<file path="src/dcfifo_pkg.sv">
/*
 * dcfifo_pkg: shared constants for the dual-clock flag-timing fifo.
 * assumes: one system clock aclk at 25 MHz; all pins sampled into it.
 */
`default_nettype none
package dcfifo_pkg;
   // register byte offsets
   localparam logic [7:0] DCFIFO_OFF_CTRL = 8'h00;
   localparam logic [7:0] DCFIFO_OFF_STAT = 8'h04;
   localparam logic [7:0] DCFIFO_OFF_IRQ_STAT = 8'h08;
   localparam logic [7:0] DCFIFO_OFF_IRQ_MASK = 8'h0c;
   localparam logic [7:0] DCFIFO_OFF_LEVEL = 8'h10;
   // control field positions
   localparam int DCFIFO_CTRL_WR_DDR = 0;
   localparam int DCFIFO_CTRL_RD_DDR = 1;
   localparam int DCFIFO_CTRL_FALL_THROUGH_MODE = 2;
   localparam int DCFIFO_CTRL_PRST = 3;
   localparam int DCFIFO_CTRL_AE_LSB = 8;
   localparam int DCFIFO_CTRL_AE_W = 8;
   // control reset value: sdr both ports, standard mode, offset 8
   localparam logic [31:0] DCFIFO_CTRL_RESET = 32'h0000_0800;
   // interrupt bit positions
   localparam int DCFIFO_IRQ_FULL = 0;
   localparam int DCFIFO_IRQ_EMPTY = 1;
   localparam int DCFIFO_IRQ_READY = 2;
   localparam int DCFIFO_IRQ_W = 3;
   // axi answers
   localparam logic [1:0] DCFIFO_RESP_OKAY = 2'h0;
   localparam logic [1:0] DCFIFO_RESP_SLVERR = 2'h2;
   // flag update delays, in cycles of the owning port clock
   localparam int DCFIFO_FULL_DLY = 1;
   localparam int DCFIFO_EMPTY_DLY = 1;
   localparam int DCFIFO_READY_DLY = 2;
   localparam int DCFIFO_AE_DLY = 1;
   // link clock period and the derived sampled-cycle figure
   localparam int DCFIFO_CLK_NS = 40;
   localparam int DCFIFO_LINK_NS = 320;
   localparam int DCFIFO_LINK_CYC = (DCFIFO_LINK_NS + DCFIFO_CLK_NS - 1) / DCFIFO_CLK_NS;
endpackage : dcfifo_pkg
`default_nettype wire

</file>
<file path="src/dcfifo_edge.sv">
/*
 * dcfifo_edge: two-flop synchroniser of a pin clock with rise and fall pulses.
 * assumes: the pin is asynchronous to aclk and slower than aclk/2.
 */
`timescale 1ns/1ps
`default_nettype none
module dcfifo_edge
(
   // system
   input wire logic aclk,
   input wire logic aresetn,
   input wire logic ce,
   // pin and edges
   input wire logic pin,
   output logic level,
   output logic rise,
   output logic fall
);
   logic meta;
   logic sync;
   logic prev;

   // two flops, then a third for edge detection
   always_ff @(posedge aclk)
   begin
      if (!aresetn)
      begin
         meta <= 1'b0;
         sync <= 1'b0;
         prev <= 1'b0;
      end
      else if (ce)
      begin
         meta <= pin;
         sync <= meta;
         prev <= sync;
      end
   end

   // edges only from flops past the first
   assign level = sync;
   assign rise = ce & sync & ~prev;
   assign fall = ce & ~sync & prev;
endmodule : dcfifo_edge
`default_nettype wire

</file>
<file path="src/dcfifo_mem.sv">
/*
 * dcfifo_mem: storage array with one write and one read port.
 * assumes: caller never writes a full array nor reads an empty one.
 */
`timescale 1ns/1ps
`default_nettype none
module dcfifo_mem
#(
   parameter int WIDTH = 40,
   parameter int AW = 4
)
(
   // system
   input wire logic aclk,
   input wire logic ce,
   // write port
   input wire logic wen,
   input wire logic [AW-1:0] waddr,
   input wire logic [WIDTH-1:0] wdata,
   // read port
   input wire logic [AW-1:0] raddr,
   output logic [WIDTH-1:0] rdata
);
   logic [WIDTH-1:0] mem [0:(1<<AW)-1];

   // write on enable
   always_ff @(posedge aclk)
   begin
      if (ce && wen)
         mem[waddr] <= wdata;
   end

   // asynchronous read; the owner registers the output
   assign rdata = mem[raddr];
endmodule : dcfifo_mem
`default_nettype wire

</file>
<file path="src/dcfifo_top.sv">
/*
 * dcfifo_top: dual-clock fifo flag timing with an axi4-lite control port.
 * assumes: write and read clocks arrive as pins, sampled by aclk;
 * the writer and reader keep their clocks running.
 */
// Chosen here: the placing of the registers and the AXI4-Lite slave port.
`timescale 1ns/1ps
`default_nettype none
// Behaviour
// - during master reset only output enable controls data drivers; select ignored
// - configuration pins are captured while master reset is held low
// - during partial reset only output enable controls data; select ignored
// - full flag clears one write clock after a read frees space
// - ddr read: free-space event taken from falling read clock edge
// - empty flag clears one read clock after a write into empty fifo
// - ddr write: write event taken from falling write clock edge
// - standard mode first word readable after skew, one read period, flag delay
// - fall-through mode: output ready goes low two read clocks after write
// - fall-through: almost-empty clears one read clock after level passes offset
// - fall-through depth is array size plus one output word
module dcfifo_top
import dcfifo_pkg::*;
#(
   parameter int WIDTH = 40,
   parameter int AW = 4
)
(
   // system
   input wire logic aclk,
   input wire logic aresetn,
   input wire logic ce,
   // fifo pins
   input wire logic master_reset_n,
   input wire logic wclk,
   input wire logic write_select_n,
   input wire logic [WIDTH-1:0] wdata,
   input wire logic rclk,
   input wire logic read_select_n,
   input wire logic read_enable_n,
   input wire logic output_enable_n,
   input wire logic write_rate_sel,
   input wire logic read_rate_sel,
   input wire logic fall_through_mode,
   output logic [WIDTH-1:0] rdata,
   output logic rdata_oe_n,
   output logic full_flag_n,
   output logic empty_flag_n,
   output logic almost_empty_n,
   // axi4-lite slave
   input wire logic [7:0] s_axi_awaddr,
   input wire logic s_axi_awvalid,
   output logic s_axi_awready,
   input wire logic [31:0] s_axi_wdata,
   input wire logic [3:0] s_axi_wstrb,
   input wire logic s_axi_wvalid,
   output logic s_axi_wready,
   output logic [1:0] s_axi_bresp,
   output logic s_axi_bvalid,
   input wire logic s_axi_bready,
   input wire logic [7:0] s_axi_araddr,
   input wire logic s_axi_arvalid,
   output logic s_axi_arready,
   output logic [31:0] s_axi_rdata,
   output logic [1:0] s_axi_rresp,
   output logic s_axi_rvalid,
   input wire logic s_axi_rready,
   // interrupt
   output logic irq
);
   import dcfifo_pkg::*;

   localparam int DEPTH = 1 << AW;

   // synchronised pin levels (two flops each)
   logic [8:0] pin_meta;
   logic [8:0] pin_sync;
   logic [WIDTH-1:0] wdata_meta;
   logic [WIDTH-1:0] wdata_sync;
   logic mrst_n;
   logic wsel_n;
   logic rsel_n;
   logic ren_n;
   logic oe_n;
   always_ff @(posedge aclk)
   begin
      if (!aresetn)
      begin
         pin_meta <= 9'h1ff;
         pin_sync <= 9'h1ff;
         wdata_meta <= '0;
         wdata_sync <= '0;
      end
      else if (ce)
      begin
         pin_meta <= {master_reset_n, write_select_n, read_select_n, read_enable_n, output_enable_n,
                      write_rate_sel, read_rate_sel, fall_through_mode, 1'b1};
         pin_sync <= pin_meta;
         wdata_meta <= wdata;
         wdata_sync <= wdata_meta;
      end
   end
   assign mrst_n = pin_sync[8];
   assign wsel_n = pin_sync[7];
   assign rsel_n = pin_sync[6];
   assign ren_n = pin_sync[5];
   assign oe_n = pin_sync[4];

   // port clock edges
   logic w_rise;
   logic w_fall;
   logic r_rise;
   logic r_fall;
   dcfifo_edge u_wedge (.aclk(aclk), .aresetn(aresetn), .ce(ce), .pin(wclk), .level(), .rise(w_rise), .fall(w_fall));
   dcfifo_edge u_redge (.aclk(aclk), .aresetn(aresetn), .ce(ce), .pin(rclk), .level(), .rise(r_rise), .fall(r_fall));

   // control register and configuration latched during master reset
   logic [31:0] ctrl;
   logic cfg_wddr;
   logic cfg_rddr;
   logic cfg_fall_through_mode;
   logic part_rst;
   logic in_reset;
   always_ff @(posedge aclk)
   begin
      if (!aresetn)
      begin
         cfg_wddr <= 1'b0;
         cfg_rddr <= 1'b0;
         cfg_fall_through_mode <= 1'b0;
      end
      else if (ce && !mrst_n)
      begin
         cfg_wddr <= pin_sync[3] | ctrl[DCFIFO_CTRL_WR_DDR];
         cfg_rddr <= pin_sync[2] | ctrl[DCFIFO_CTRL_RD_DDR];
         cfg_fall_through_mode <= pin_sync[1] | ctrl[DCFIFO_CTRL_FALL_THROUGH_MODE];
      end
   end
   assign part_rst = ctrl[DCFIFO_CTRL_PRST];
   assign in_reset = ~mrst_n | part_rst;

   // port events: ddr ports act on both edges, sampled edge already one skew late
   logic w_edge;
   logic r_edge;
   logic wr_do;
   logic rd_do;
   logic [AW:0] wptr;
   logic [AW:0] rptr;
   logic [AW:0] count;
   logic out_full;
   logic arr_empty;
   logic arr_full;
   assign w_edge = w_rise | (cfg_wddr & w_fall);
   assign r_edge = r_rise | (cfg_rddr & r_fall);
   assign count = wptr - rptr;
   assign arr_empty = (count == '0);
   assign arr_full = (count == DEPTH[AW:0]);
   assign wr_do = w_edge & ~wsel_n & ~arr_full & ~in_reset;
   // fall-through reads consume the output word; standard reads pop the array
   logic ft_load;
   logic ft_pop;
   logic std_pop;
   logic rsel_ok;
   assign ft_pop = cfg_fall_through_mode & r_edge & out_full & ~ren_n & rsel_ok;
   assign ft_load = cfg_fall_through_mode & r_edge & ~arr_empty & (~out_full | ft_pop);
   assign std_pop = ~cfg_fall_through_mode & r_edge & ~ren_n & rsel_ok & ~arr_empty;
   assign rd_do = (ft_load | std_pop) & ~in_reset;

   // pointers and output register
   logic [WIDTH-1:0] mem_q;
   dcfifo_mem #(.WIDTH(WIDTH), .AW(AW)) u_mem (.aclk(aclk), .ce(ce), .wen(wr_do), .waddr(wptr[AW-1:0]),
      .wdata(wdata_sync), .raddr(rptr[AW-1:0]), .rdata(mem_q));
   always_ff @(posedge aclk)
   begin
      if (!aresetn || in_reset)
      begin
         wptr <= '0;
         rptr <= '0;
         out_full <= 1'b0;
         rdata <= '0;
      end
      else if (ce)
      begin
         if (wr_do)
            wptr <= wptr + 1'b1;
         if (rd_do)
         begin
            rptr <= rptr + 1'b1;
            rdata <= mem_q;
         end
         if (rd_do && cfg_fall_through_mode)
            out_full <= 1'b1;
         else if (ft_pop)
            out_full <= 1'b0;
      end
   end

   // read select is ignored until the first read clock rise after any reset
   logic rsel_arm;
   always_ff @(posedge aclk)
   begin
      if (!aresetn || in_reset)
         rsel_arm <= 1'b0;
      else if (ce && r_rise)
         rsel_arm <= 1'b1;
   end
   assign rsel_ok = rsel_arm & ~rsel_n;

   // data driver enable: output enable alone during reset
   always_ff @(posedge aclk)
   begin
      if (!aresetn)
         rdata_oe_n <= 1'b1;
      else if (ce)
         rdata_oe_n <= in_reset ? oe_n : (oe_n | ~rsel_ok);
   end

   // flag pipelines: raw state stepped only on own port edge
   logic [AW+1:0] level;
   logic [DCFIFO_READY_DLY-1:0] ready_pipe;
   logic [DCFIFO_EMPTY_DLY-1:0] empty_pipe;
   logic [DCFIFO_AE_DLY-1:0] ae_pipe;
   logic [DCFIFO_FULL_DLY-1:0] full_pipe;
   logic [DCFIFO_CTRL_AE_W-1:0] ae_off;
   assign level = {1'b0, count} + {{(AW+1){1'b0}}, out_full};
   assign ae_off = ctrl[DCFIFO_CTRL_AE_LSB +: DCFIFO_CTRL_AE_W];
   always_ff @(posedge aclk)
   begin
      if (!aresetn || in_reset)
      begin
         full_pipe <= '1;
         empty_pipe <= '0;
         ready_pipe <= '1;
         ae_pipe <= '0;
      end
      else if (ce)
      begin
         if (w_rise)
            full_pipe <= DCFIFO_FULL_DLY'({full_pipe, ~arr_full});
         if (r_rise)
         begin
            empty_pipe <= DCFIFO_EMPTY_DLY'({empty_pipe, ~arr_empty});
            ready_pipe <= DCFIFO_READY_DLY'({ready_pipe, ~(~arr_empty | out_full)});
            ae_pipe <= DCFIFO_AE_DLY'({ae_pipe,
               ({{DCFIFO_CTRL_AE_W{1'b0}}, level} > {{(AW+2){1'b0}}, ae_off})});
         end
      end
   end

   // flag outputs from flops; fall-through uses output-ready on the empty pin
   always_ff @(posedge aclk)
   begin
      if (!aresetn)
      begin
         full_flag_n <= 1'b0;
         empty_flag_n <= 1'b0;
         almost_empty_n <= 1'b0;
      end
      else if (ce)
      begin
         full_flag_n <= full_pipe[DCFIFO_FULL_DLY-1];
         empty_flag_n <= cfg_fall_through_mode ? ready_pipe[DCFIFO_READY_DLY-1] : empty_pipe[DCFIFO_EMPTY_DLY-1];
         almost_empty_n <= ae_pipe[DCFIFO_AE_DLY-1];
      end
   end

   // interrupt events: full reached, empty cleared, output ready asserted
   logic [DCFIFO_IRQ_W-1:0] ev;
   logic [DCFIFO_IRQ_W-1:0] istat;
   logic [DCFIFO_IRQ_W-1:0] imask;
   logic full_q;
   logic empty_q;
   always_ff @(posedge aclk)
   begin
      if (!aresetn)
      begin
         full_q <= 1'b0;
         empty_q <= 1'b0;
      end
      else if (ce)
      begin
         full_q <= full_flag_n;
         empty_q <= empty_flag_n;
      end
   end
   assign ev = {cfg_fall_through_mode & empty_q & ~empty_flag_n, ~cfg_fall_through_mode & ~empty_q & empty_flag_n, full_q & ~full_flag_n};

   // axi4-lite write path: address and data accepted in either order
   logic aw_hold;
   logic w_hold;
   logic [7:0] aw_addr;
   logic [31:0] w_data;
   logic [3:0] w_strb;
   logic do_write;
   logic wr_hit;
   assign do_write = aw_hold & w_hold & ~s_axi_bvalid;
   assign wr_hit = (aw_addr == DCFIFO_OFF_CTRL) | (aw_addr == DCFIFO_OFF_IRQ_STAT) | (aw_addr == DCFIFO_OFF_IRQ_MASK);
   always_ff @(posedge aclk)
   begin
      if (!aresetn)
      begin
         aw_hold <= 1'b0;
         w_hold <= 1'b0;
         aw_addr <= '0;
         w_data <= '0;
         w_strb <= '0;
         s_axi_bvalid <= 1'b0;
         s_axi_bresp <= DCFIFO_RESP_OKAY;
      end
      else if (ce)
      begin
         if (s_axi_awvalid && s_axi_awready)
         begin
            aw_hold <= 1'b1;
            aw_addr <= s_axi_awaddr;
         end
         if (s_axi_wvalid && s_axi_wready)
         begin
            w_hold <= 1'b1;
            w_data <= s_axi_wdata;
            w_strb <= s_axi_wstrb;
         end
         if (do_write)
         begin
            aw_hold <= 1'b0;
            w_hold <= 1'b0;
            s_axi_bvalid <= 1'b1;
            s_axi_bresp <= wr_hit ? DCFIFO_RESP_OKAY : DCFIFO_RESP_SLVERR;
         end
         else if (s_axi_bready)
            s_axi_bvalid <= 1'b0;
      end
   end
   assign s_axi_awready = ~aw_hold;
   assign s_axi_wready = ~w_hold;

   // register writes; hardware set beats a write-one clear
   logic [31:0] strb_mask;
   assign strb_mask = {{8{w_strb[3]}}, {8{w_strb[2]}}, {8{w_strb[1]}}, {8{w_strb[0]}}};
   always_ff @(posedge aclk)
   begin
      if (!aresetn)
      begin
         ctrl <= DCFIFO_CTRL_RESET;
         imask <= '0;
         istat <= '0;
         irq <= 1'b0;
      end
      else if (ce)
      begin
         if (do_write && aw_addr == DCFIFO_OFF_CTRL)
            ctrl <= (ctrl & ~strb_mask) | (w_data & strb_mask);
         if (do_write && aw_addr == DCFIFO_OFF_IRQ_MASK && w_strb[0])
            imask <= w_data[DCFIFO_IRQ_W-1:0];
         if (do_write && aw_addr == DCFIFO_OFF_IRQ_STAT && w_strb[0])
            istat <= (istat & ~w_data[DCFIFO_IRQ_W-1:0]) | ev;
         else
            istat <= istat | ev;
         irq <= |(istat & imask);
      end
   end

   // axi4-lite read path, one cycle answer
   logic [31:0] rd_mux;
   logic rd_hit;
   assign rd_hit = (s_axi_araddr == DCFIFO_OFF_CTRL) | (s_axi_araddr == DCFIFO_OFF_STAT) |
                   (s_axi_araddr == DCFIFO_OFF_IRQ_STAT) | (s_axi_araddr == DCFIFO_OFF_IRQ_MASK) |
                   (s_axi_araddr == DCFIFO_OFF_LEVEL);
   assign rd_mux = (s_axi_araddr == DCFIFO_OFF_CTRL) ? ctrl :
                   (s_axi_araddr == DCFIFO_OFF_STAT) ? {25'h0, cfg_fall_through_mode, cfg_rddr, cfg_wddr, mrst_n,
                                                        almost_empty_n, empty_flag_n, full_flag_n} :
                   (s_axi_araddr == DCFIFO_OFF_IRQ_STAT) ? {{(32-DCFIFO_IRQ_W){1'b0}}, istat} :
                   (s_axi_araddr == DCFIFO_OFF_IRQ_MASK) ? {{(32-DCFIFO_IRQ_W){1'b0}}, imask} :
                   (s_axi_araddr == DCFIFO_OFF_LEVEL) ? {{(30-AW){1'b0}}, level} : 32'h0;
   always_ff @(posedge aclk)
   begin
      if (!aresetn)
      begin
         s_axi_rvalid <= 1'b0;
         s_axi_rdata <= '0;
         s_axi_rresp <= DCFIFO_RESP_OKAY;
      end
      else if (ce)
      begin
         if (s_axi_arvalid && s_axi_arready)
         begin
            s_axi_rvalid <= 1'b1;
            s_axi_rdata <= rd_mux;
            s_axi_rresp <= rd_hit ? DCFIFO_RESP_OKAY : DCFIFO_RESP_SLVERR;
         end
         else if (s_axi_rready)
            s_axi_rvalid <= 1'b0;
      end
   end
   assign s_axi_arready = ~s_axi_rvalid;
endmodule : dcfifo_top
`default_nettype wire

</file>
<file path="config.mk">
export PLATFORM = sky130hd
export DESIGN_NAME = dcfifo_top
export DESIGN_NICKNAME = d
export VERILOG_FILES = /design/src/dcfifo_pkg.sv /design/src/dcfifo_edge.sv /design/src/dcfifo_mem.sv /design/src/dcfifo_top.sv
export SDC_FILE = /design/constraint.sdc
export NUM_CORES = 1
export LEC_CHECK = 0
export CELL_PAD_IN_SITES_DETAIL_PLACEMENT = 0
export CELL_PAD_IN_SITES_GLOBAL_PLACEMENT = 1
export CORE_MARGIN = 3
export CORE_UTILIZATION = 50
export CTS_CLUSTER_DIAMETER = 200
export DETAILED_ROUTE_END_ITERATION = 7
export DONT_BUFFER_PORTS = 1
export HOLD_SLACK_MARGIN = 0.12
export PLACE_DENSITY_LB_ADDON = 0.2
export SLEW_MARGIN = 0
export SYNTH_ARGS = -nofsm -noshare
export SYNTH_HDL_FRONTEND = slang
export SYNTH_SLANG_ARGS = --single-unit
</file>
<file path="constraint.sdc">
create_clock -name aclk -period 15.16 [get_ports aclk]
set_input_delay 3.032 -clock aclk [delete_from_list [all_inputs] [get_ports aclk]]
set_output_delay 3.032 -clock aclk [all_outputs]
set_load 0.005 [all_outputs]
</file>
### Yosys cells after proc, flatten, opt, wreduce, memory -nomap -nowiden

Memory sizes are Yosys's and may differ from the RTL's. A register that Yosys moved wholly into a read port is not among the register bits.
Cells that the tools add are included.

| storage, ports and cells | value |
|---|---|
| bits in registers | 251 |
| bits in writable memories | 640 |
| word-level logic and storage cells | 194 |
| memories | 1 |

| operators by class | value |
|---|---|
| add/sub/neg operators | 4 |
| $lt $le $gt $ge | 1 |
| equality and inequality tests | 7 |
| mux-type cells | 22 |
| bitwise operators | 79 |
| reduce and logical (&&, ||, !) cells | 39 |

Memory list:

| memory | words | width | rd ports | clocked after Yosys merged registers in | write ports | line | source |
|---|---|---|---|---|---|---|---|
| u_mem.mem | 16 | 40 | 1 | 1 | 1 | dcfifo_mem.sv:24 | `logic [WIDTH-1:0] mem [0:(1<<AW)-1];` |

Operators with widths:

| cell | number |
|---|---|
| $and A32 B32 Y32 | 2 |
| $and A1 B1 Y1 | 32 |
| $eq A8 B4 Y1 const B | 4 |
| $mux W32 | 1 |
| $not A32 Y32 | 1 |
| $or A32 B32 Y32 | 1 |
| $reduce_and A2 Y1 | 15 |
| $not A1 Y1 | 22 |
| $mux W6 | 3 |
| $logic_not A8 Y1 | 2 |
| $or A1 B1 Y1 | 16 |
| $mux W1 | 14 |
| $logic_and A1 B1 Y1 | 12 |
| $add A5 B1 Y5 const B | 2 |
| $reduce_bool A2 Y1 | 5 |
| $eq A8 B3 Y1 const B | 1 |
| $eq A8 B5 Y1 const B | 1 |
| $gt A6 B8 Y1 | 1 |
| $mux W7 | 1 |
| $add A5 B1 Y6 | 1 |
| $and A3 B3 Y3 | 2 |
| $or A3 B3 Y3 | 2 |
| $eq A5 B5 Y1 const B | 1 |
| $logic_not A5 Y1 | 1 |
| other kinds (7) | 9 |

### Longest topological paths before layout

| logic depth | value |
|---|---|
| word-level depth | 16 |
| depth in mapped cells | 14 |

### Cells and area by module

From an unflattened synthesis, not the netlist that was laid out.

| second synthesis, totals | value |
|---|---|
| cell total of the unflattened synthesis | 2249 |
| area total of the unflattened synthesis | 35584.1 um2 |

By module, submodules not included:

| module | times used | cells an instance | area an instance (um2) | sequential area each (um2) |
|---|---|---|---|---|
| dcfifo_mem | 1 | 1001 | 24335.8 | 19218.4 |
| dcfifo_top | 1 | 1224 | 11000.6 | 5665.4 |
| dcfifo_edge | 2 | 12 | 123.9 | 60.1 |

### Least setup slack after synthesis

No wires, ideal clock.

| timing path | value |
|---|---|
| path type | input port to flip-flop |
| start point | input port ce |
| end point | memory u_mem.mem[15][0], enable pin |
| data arrival time | 6.157 ns |
| required time | 14.673 ns |
| setup slack | 8.516 ns |
| stages | 3 |
| path buffers | 1 |
| cells stage by stage | o2111ai_1 > clkbuf_1 > nor3_1 |

| between the ends | value |
|---|---|
| word-level cells in the longest chain between the ends | 10 |
| elaborated cells on any way between the ends | 12 |

Ends and longest elaborated chain:

| element | line | source |
|---|---|---|
| from (decl) | dcfifo_top.sv:31 | `input wire logic ce,` |
| $and A1 B1 Y1 (2 in series) | dcfifo_edge.sv:43 | `assign fall = ce & ~sync & prev;` |
| $and A1 B1 Y1 | dcfifo_top.sv:152 | `assign w_edge = w_rise \| (cfg_wddr & w_fall);` |
| $or A1 B1 Y1 | dcfifo_top.sv:152 |  |
| $and A1 B1 Y1 (3 in series) | dcfifo_top.sv:157 | `assign wr_do = w_edge & ~wsel_n & ~arr_full & ~in_reset;` |
| $logic_and A1 B1 Y1 * | dcfifo_mem.sv:29 | `if (ce && wen)` |
| $mux W1 * | dcfifo_mem.sv:29 |  |
| $mux W1 (implied by the code) * | dcfifo_mem.sv:30 | `mem[waddr] <= wdata;` |
| to (decl) | dcfifo_mem.sv:24 |  |

Every way passes the cells marked *; elsewhere a longest branch is shown, timed or not.

### Final worst setup path

| timing path | value |
|---|---|
| start point | input port ce |
| end point | memory u_mem.mem[12][7], enable pin |

Same word-level chain as after synthesis.

==> results summary <==
The total die area came out at 73800 um^2. The static leakage is 0.0124 uW. The endpoint class of the critical path is a flip-flop. The switching power came out at 1030 uW. After detailed routing, the average wire length per cell comes to 24.5 um. Walking the worst path, the cells encountered are o2111ai_1 > nor2_1 > and3_2 > buf_4. The setup total negative slack came out at 0 ps. The core area came out at 69200 um^2. The maximum clock skew at final layout is 20.7 ps. Headroom to the max-slew limit came out at 14.8%.

The number of cells upsized or downsized after cts is 0. The setup slack after placement is 9600 ps. Total power for the finished layout comes to 5210 uW. For this design the top-level I/O count stands at 196. The arrival time of data at the critical path endpoint came out at 5310 ps. The final period utilization is 33.1%. The remaining global-route overflow came out at 0. The internal power of the cells totals 4180 uW. The maximum cell stage delay along the critical path came out at 720 ps. The number of placed instances with taps included is 3081. The startpoint identified for the worst register-to-register timing path is rptr[0]. Once detail routing completed, the nets flagged for antenna violations numbered 0. The top fanout value on the critical path came out at 132. The initial standard-cell utilization of the core is 51.0%. The instance count along the most critical hold path came out at 2.

The max-slew violation count is 0. The number of sinks handled by clock tree synthesis came out at 929. The cell with the biggest individual delay on the critical path is and3_2. The number of max-cap violations is 0. The number of synthesis warnings came out at 0. In this run, the combinational gates consume 1.3% of the power. The end point of the critical path is u_mem.mem[12][7]. The setup slack of the worst register-to-register path came out at 10620 ps. The insertion delay to the later sink of the worst-skew pair came out at 640 ps.

The average instance in the mapped netlist occupies 15.6 um^2. The clock-pin slew on the worst setup and hold paths came out at 60 ps. Buffers inserted during clock tree synthesis total 95. The start point of the critical path is ce. The initial antenna violation count is 1. The share of the synthesized area in the top cell type is 54.5%.

The wire length of the first global-routing pass is 122 mm. The HPWL reported at the end of detailed placement is 46.5 mm. The via count of the routed design came out at 19400. After detailed routing, the number of vias per cell comes to 5.94.

The number of iterations in the first detailed-routing pass is 5. The largest vdd supply drop is 0.0813 mV. The clock tree synthesis step divided the H-tree into 3 levels. Entering global routing, the biggest net connects 133 pins. The clock period could shrink to 5020 ps. The commonest register cell after synthesis is edfxtp_1. The number of fill cells is 5422.

The buffer depth of the longest clock path came out at 3. The flip-flop and latch count after synthesis is 929. The class of the tightest hold or removal check is reg -> reg. The sequential element share of the synthesized area is 70.9%. Of the total power, the share spent switching nets is 19.7%. For the pin with the worst max-slew slack, the measured transition is 1270 ps. In the post-synthesis netlist, the biggest area contributors are edfxtp_1 54%, dfxtp_1 16%, mux4_2 9.9%.

The worst setup path is launched from an input port. The slack of the critical path came out at 10140 ps. The DRC marker count from the first detailed-route iteration came out at 1633.

The largest area contributor in the netlist is edfxtp_1. The worst setup path is of the in -> reg kind. During placement, the flow inserted port buffers numbering 0. At the end of routability-driven placement, the weighted congestion stood at 0.823.

The count of unresolved DRC violations after routing came out at 0. The width of the die is 272 um. Power spread over the standard cell area amounts to 133 nW/um^2.

The number of instances in the synthesized netlist came out at 2267. The number of buffers inserted for hold repair after clock tree synthesis came out at 0. Setup repair after global routing left no endpoint under its margin.

The hold slack came out at 449 ps. The upper clock frequency limit came out at 199 MHz. The number of synthesized flops with an enable pin is 640.

The endpoint identified for the worst register-to-register timing path is u_mem.mem[12][7]. The overall track demand over capacity in global routing came out at 21.8%. Once the clock tree was built, the setup fixing pass inserted 0 buffers.

The layout cell share with drive strength beyond 1 came out at 15.9%. Setup violations remaining at the end of the flow were counted as 0. For this run, asynchronously set or reset flops after synthesis account for 0%.

In the final design database the tool counted 2375 nets. Once layout is complete, the cells apart from fillers number 3262. The via count of the first global-routing pass is 19600. The layout overhead on the synthesized area is 11.4%. The netlist uses 65 different library cells. The floorplan die height is 272 um. The sequential cell fraction of total power is 52.8%. The critical path data required time came out at 15450 ps.

The final hold violation count came out at 0. The placement row count is 96. TritonCTS built the clock tree. The cell area after synthesis is 35300 um^2.

After detailed routing, the total wire length is 80.0 mm. The depth of the worst register-to-register path is 9. The root buffer cell chosen for the clock tree is clkbuf_16. The fraction of power consumed by the clock network came out at 45.9%. The run finished with clean final reports.
==> through the flow <==
step                utilization (%)  cell area, um^2
floorplan                         -            35300
global placement               52.1            36000
detailed placement             52.1            36000
CTS                            56.8            39300
global route                   56.8            39300
finish                         56.8            39300
==> power groups by stage <==
stage | clock network [uW] | logic, uW | registers, uW
2_1_floorplan | 0 | 64.1 | 2790
3_3_place_gp | 0 | 65.9 | 2800
3_5_place_dp | 0 | 68.1 | 2800
4_1_cts | 2440 | 68.5 | 2750
5_1_grt | 2550 | 75.7 | 2750
6_report | 2390 | 67.8 | 2750
==> layout make-up <==
type	instances	area (um^2)	share of cell area [%]
Sequential cell	929	25000	63.7
Multi-Input combinational cell	1171	9560	24.3
Clock buffer	135	2670	6.80
Tap cell	931	1160	2.96
Clock inverter	45	586	1.49
Timing Repair Buffer	29	218	0.554
Inverter	21	83.8	0.213
Antenna cell	1	2.50	0.00637
==> cells by family after synthesis <==
family,Yosys count,share of synthesized area [%]
mux,286,13.6
simple gates,521,6.95
flops,929,70.9
other cells,1,0.0106
fa+ha+maj,18,0.660
compound gates,339,5.55
xor+xnor,5,0.184
buf+inv,168,2.13
==> cell usage after synthesis, drive strengths merged (6+ instances only) <==
library cell	count
o21ai	55
nor3	7
nand2	209
nand2b	6
nand4	11
clkbuf	100
ha	17
and3	22
a21oi	153
mux2i	129
nand3	53
a31o	6
a211oi	8
or4	42
o22ai	81
edfxtp	640
mux4	155
nor2	130
dfxtp	289
inv	21
buf	47
nor2b	11
==> metal layers <==
layer	vias up	GRT usage, %	part of all wire, %
met1	9993	30.3	43
met4	0	5.87	2.3
met3	129	4.30	5.4
met5	-	0	0
li1	8722	-	-
met2	536	35.5	49
==> worst min-delay path by stage <==
| stage | from | endpoint | slack [ps] |
|---|---|---|---|
| final | flip-flop | s_axi_rdata[7] | 450 |
| after global routing | flip-flop | flip-flop | 470 |
| after CTS | flip-flop | flip-flop | 450 |
| after detailed placement | flip-flop | flip-flop | 450 |
| after global placement | flip-flop | s_axi_rdata[24] | 440 |
| after floorplan | flip-flop | flip-flop | 430 |
==> sequential cells by signal (all words and copies together) (netlist names), 32 cells and up, named ones only <==
name	flops
wdata_sync	40
w_data	32
rdata	40
wdata_meta	40
s_axi_rdata	32
u_mem.mem	640
==> cell usage in the layout, fill, tap and decap left out, types with 5 or more instances in the layout <==
master      synthesis  layout
nor3_1              7       6
nand2_1           209     205
a211oi_1            7       7
dfxtp_1           289     286
nor2b_1            11      11
a31o_2              6       6
bufinv_16           0      12
mux4_2            155     155
ha_1               17      17
inv_1              20      20
and3b_1             5       5
buf_4              18      29
a21oi_1           153     153
or4_1              42      42
clkbuf_16           0      97
clkinv_2            0      13
o31ai_1             5       5
nand3_1            53      53
clkinv_1            0       7
and3_1             21       6
nor2_1            130     129
mux2i_1           129     129
o21ai_0            54      54
clkinvlp_4          0       5
o22ai_1            81      81
edfxtp_1          640     640
and3_2              1      16
nand2b_1            6       6
clkbuf_1          100      26
nand3b_1            5       5
nand4_1            11      11
clkbuf_8            0      10
==> critical path: cells and delay by family <==
| family | cells | cell delay [ps] |
|---|---|---|
| AND/OR/NAND/NOR | 2 | 1290 |
| buffers and inverters | 1 | 500 |
| AO/OA/AOI/OAI | 1 | 410 |
(Power assumes the default switching activity.)
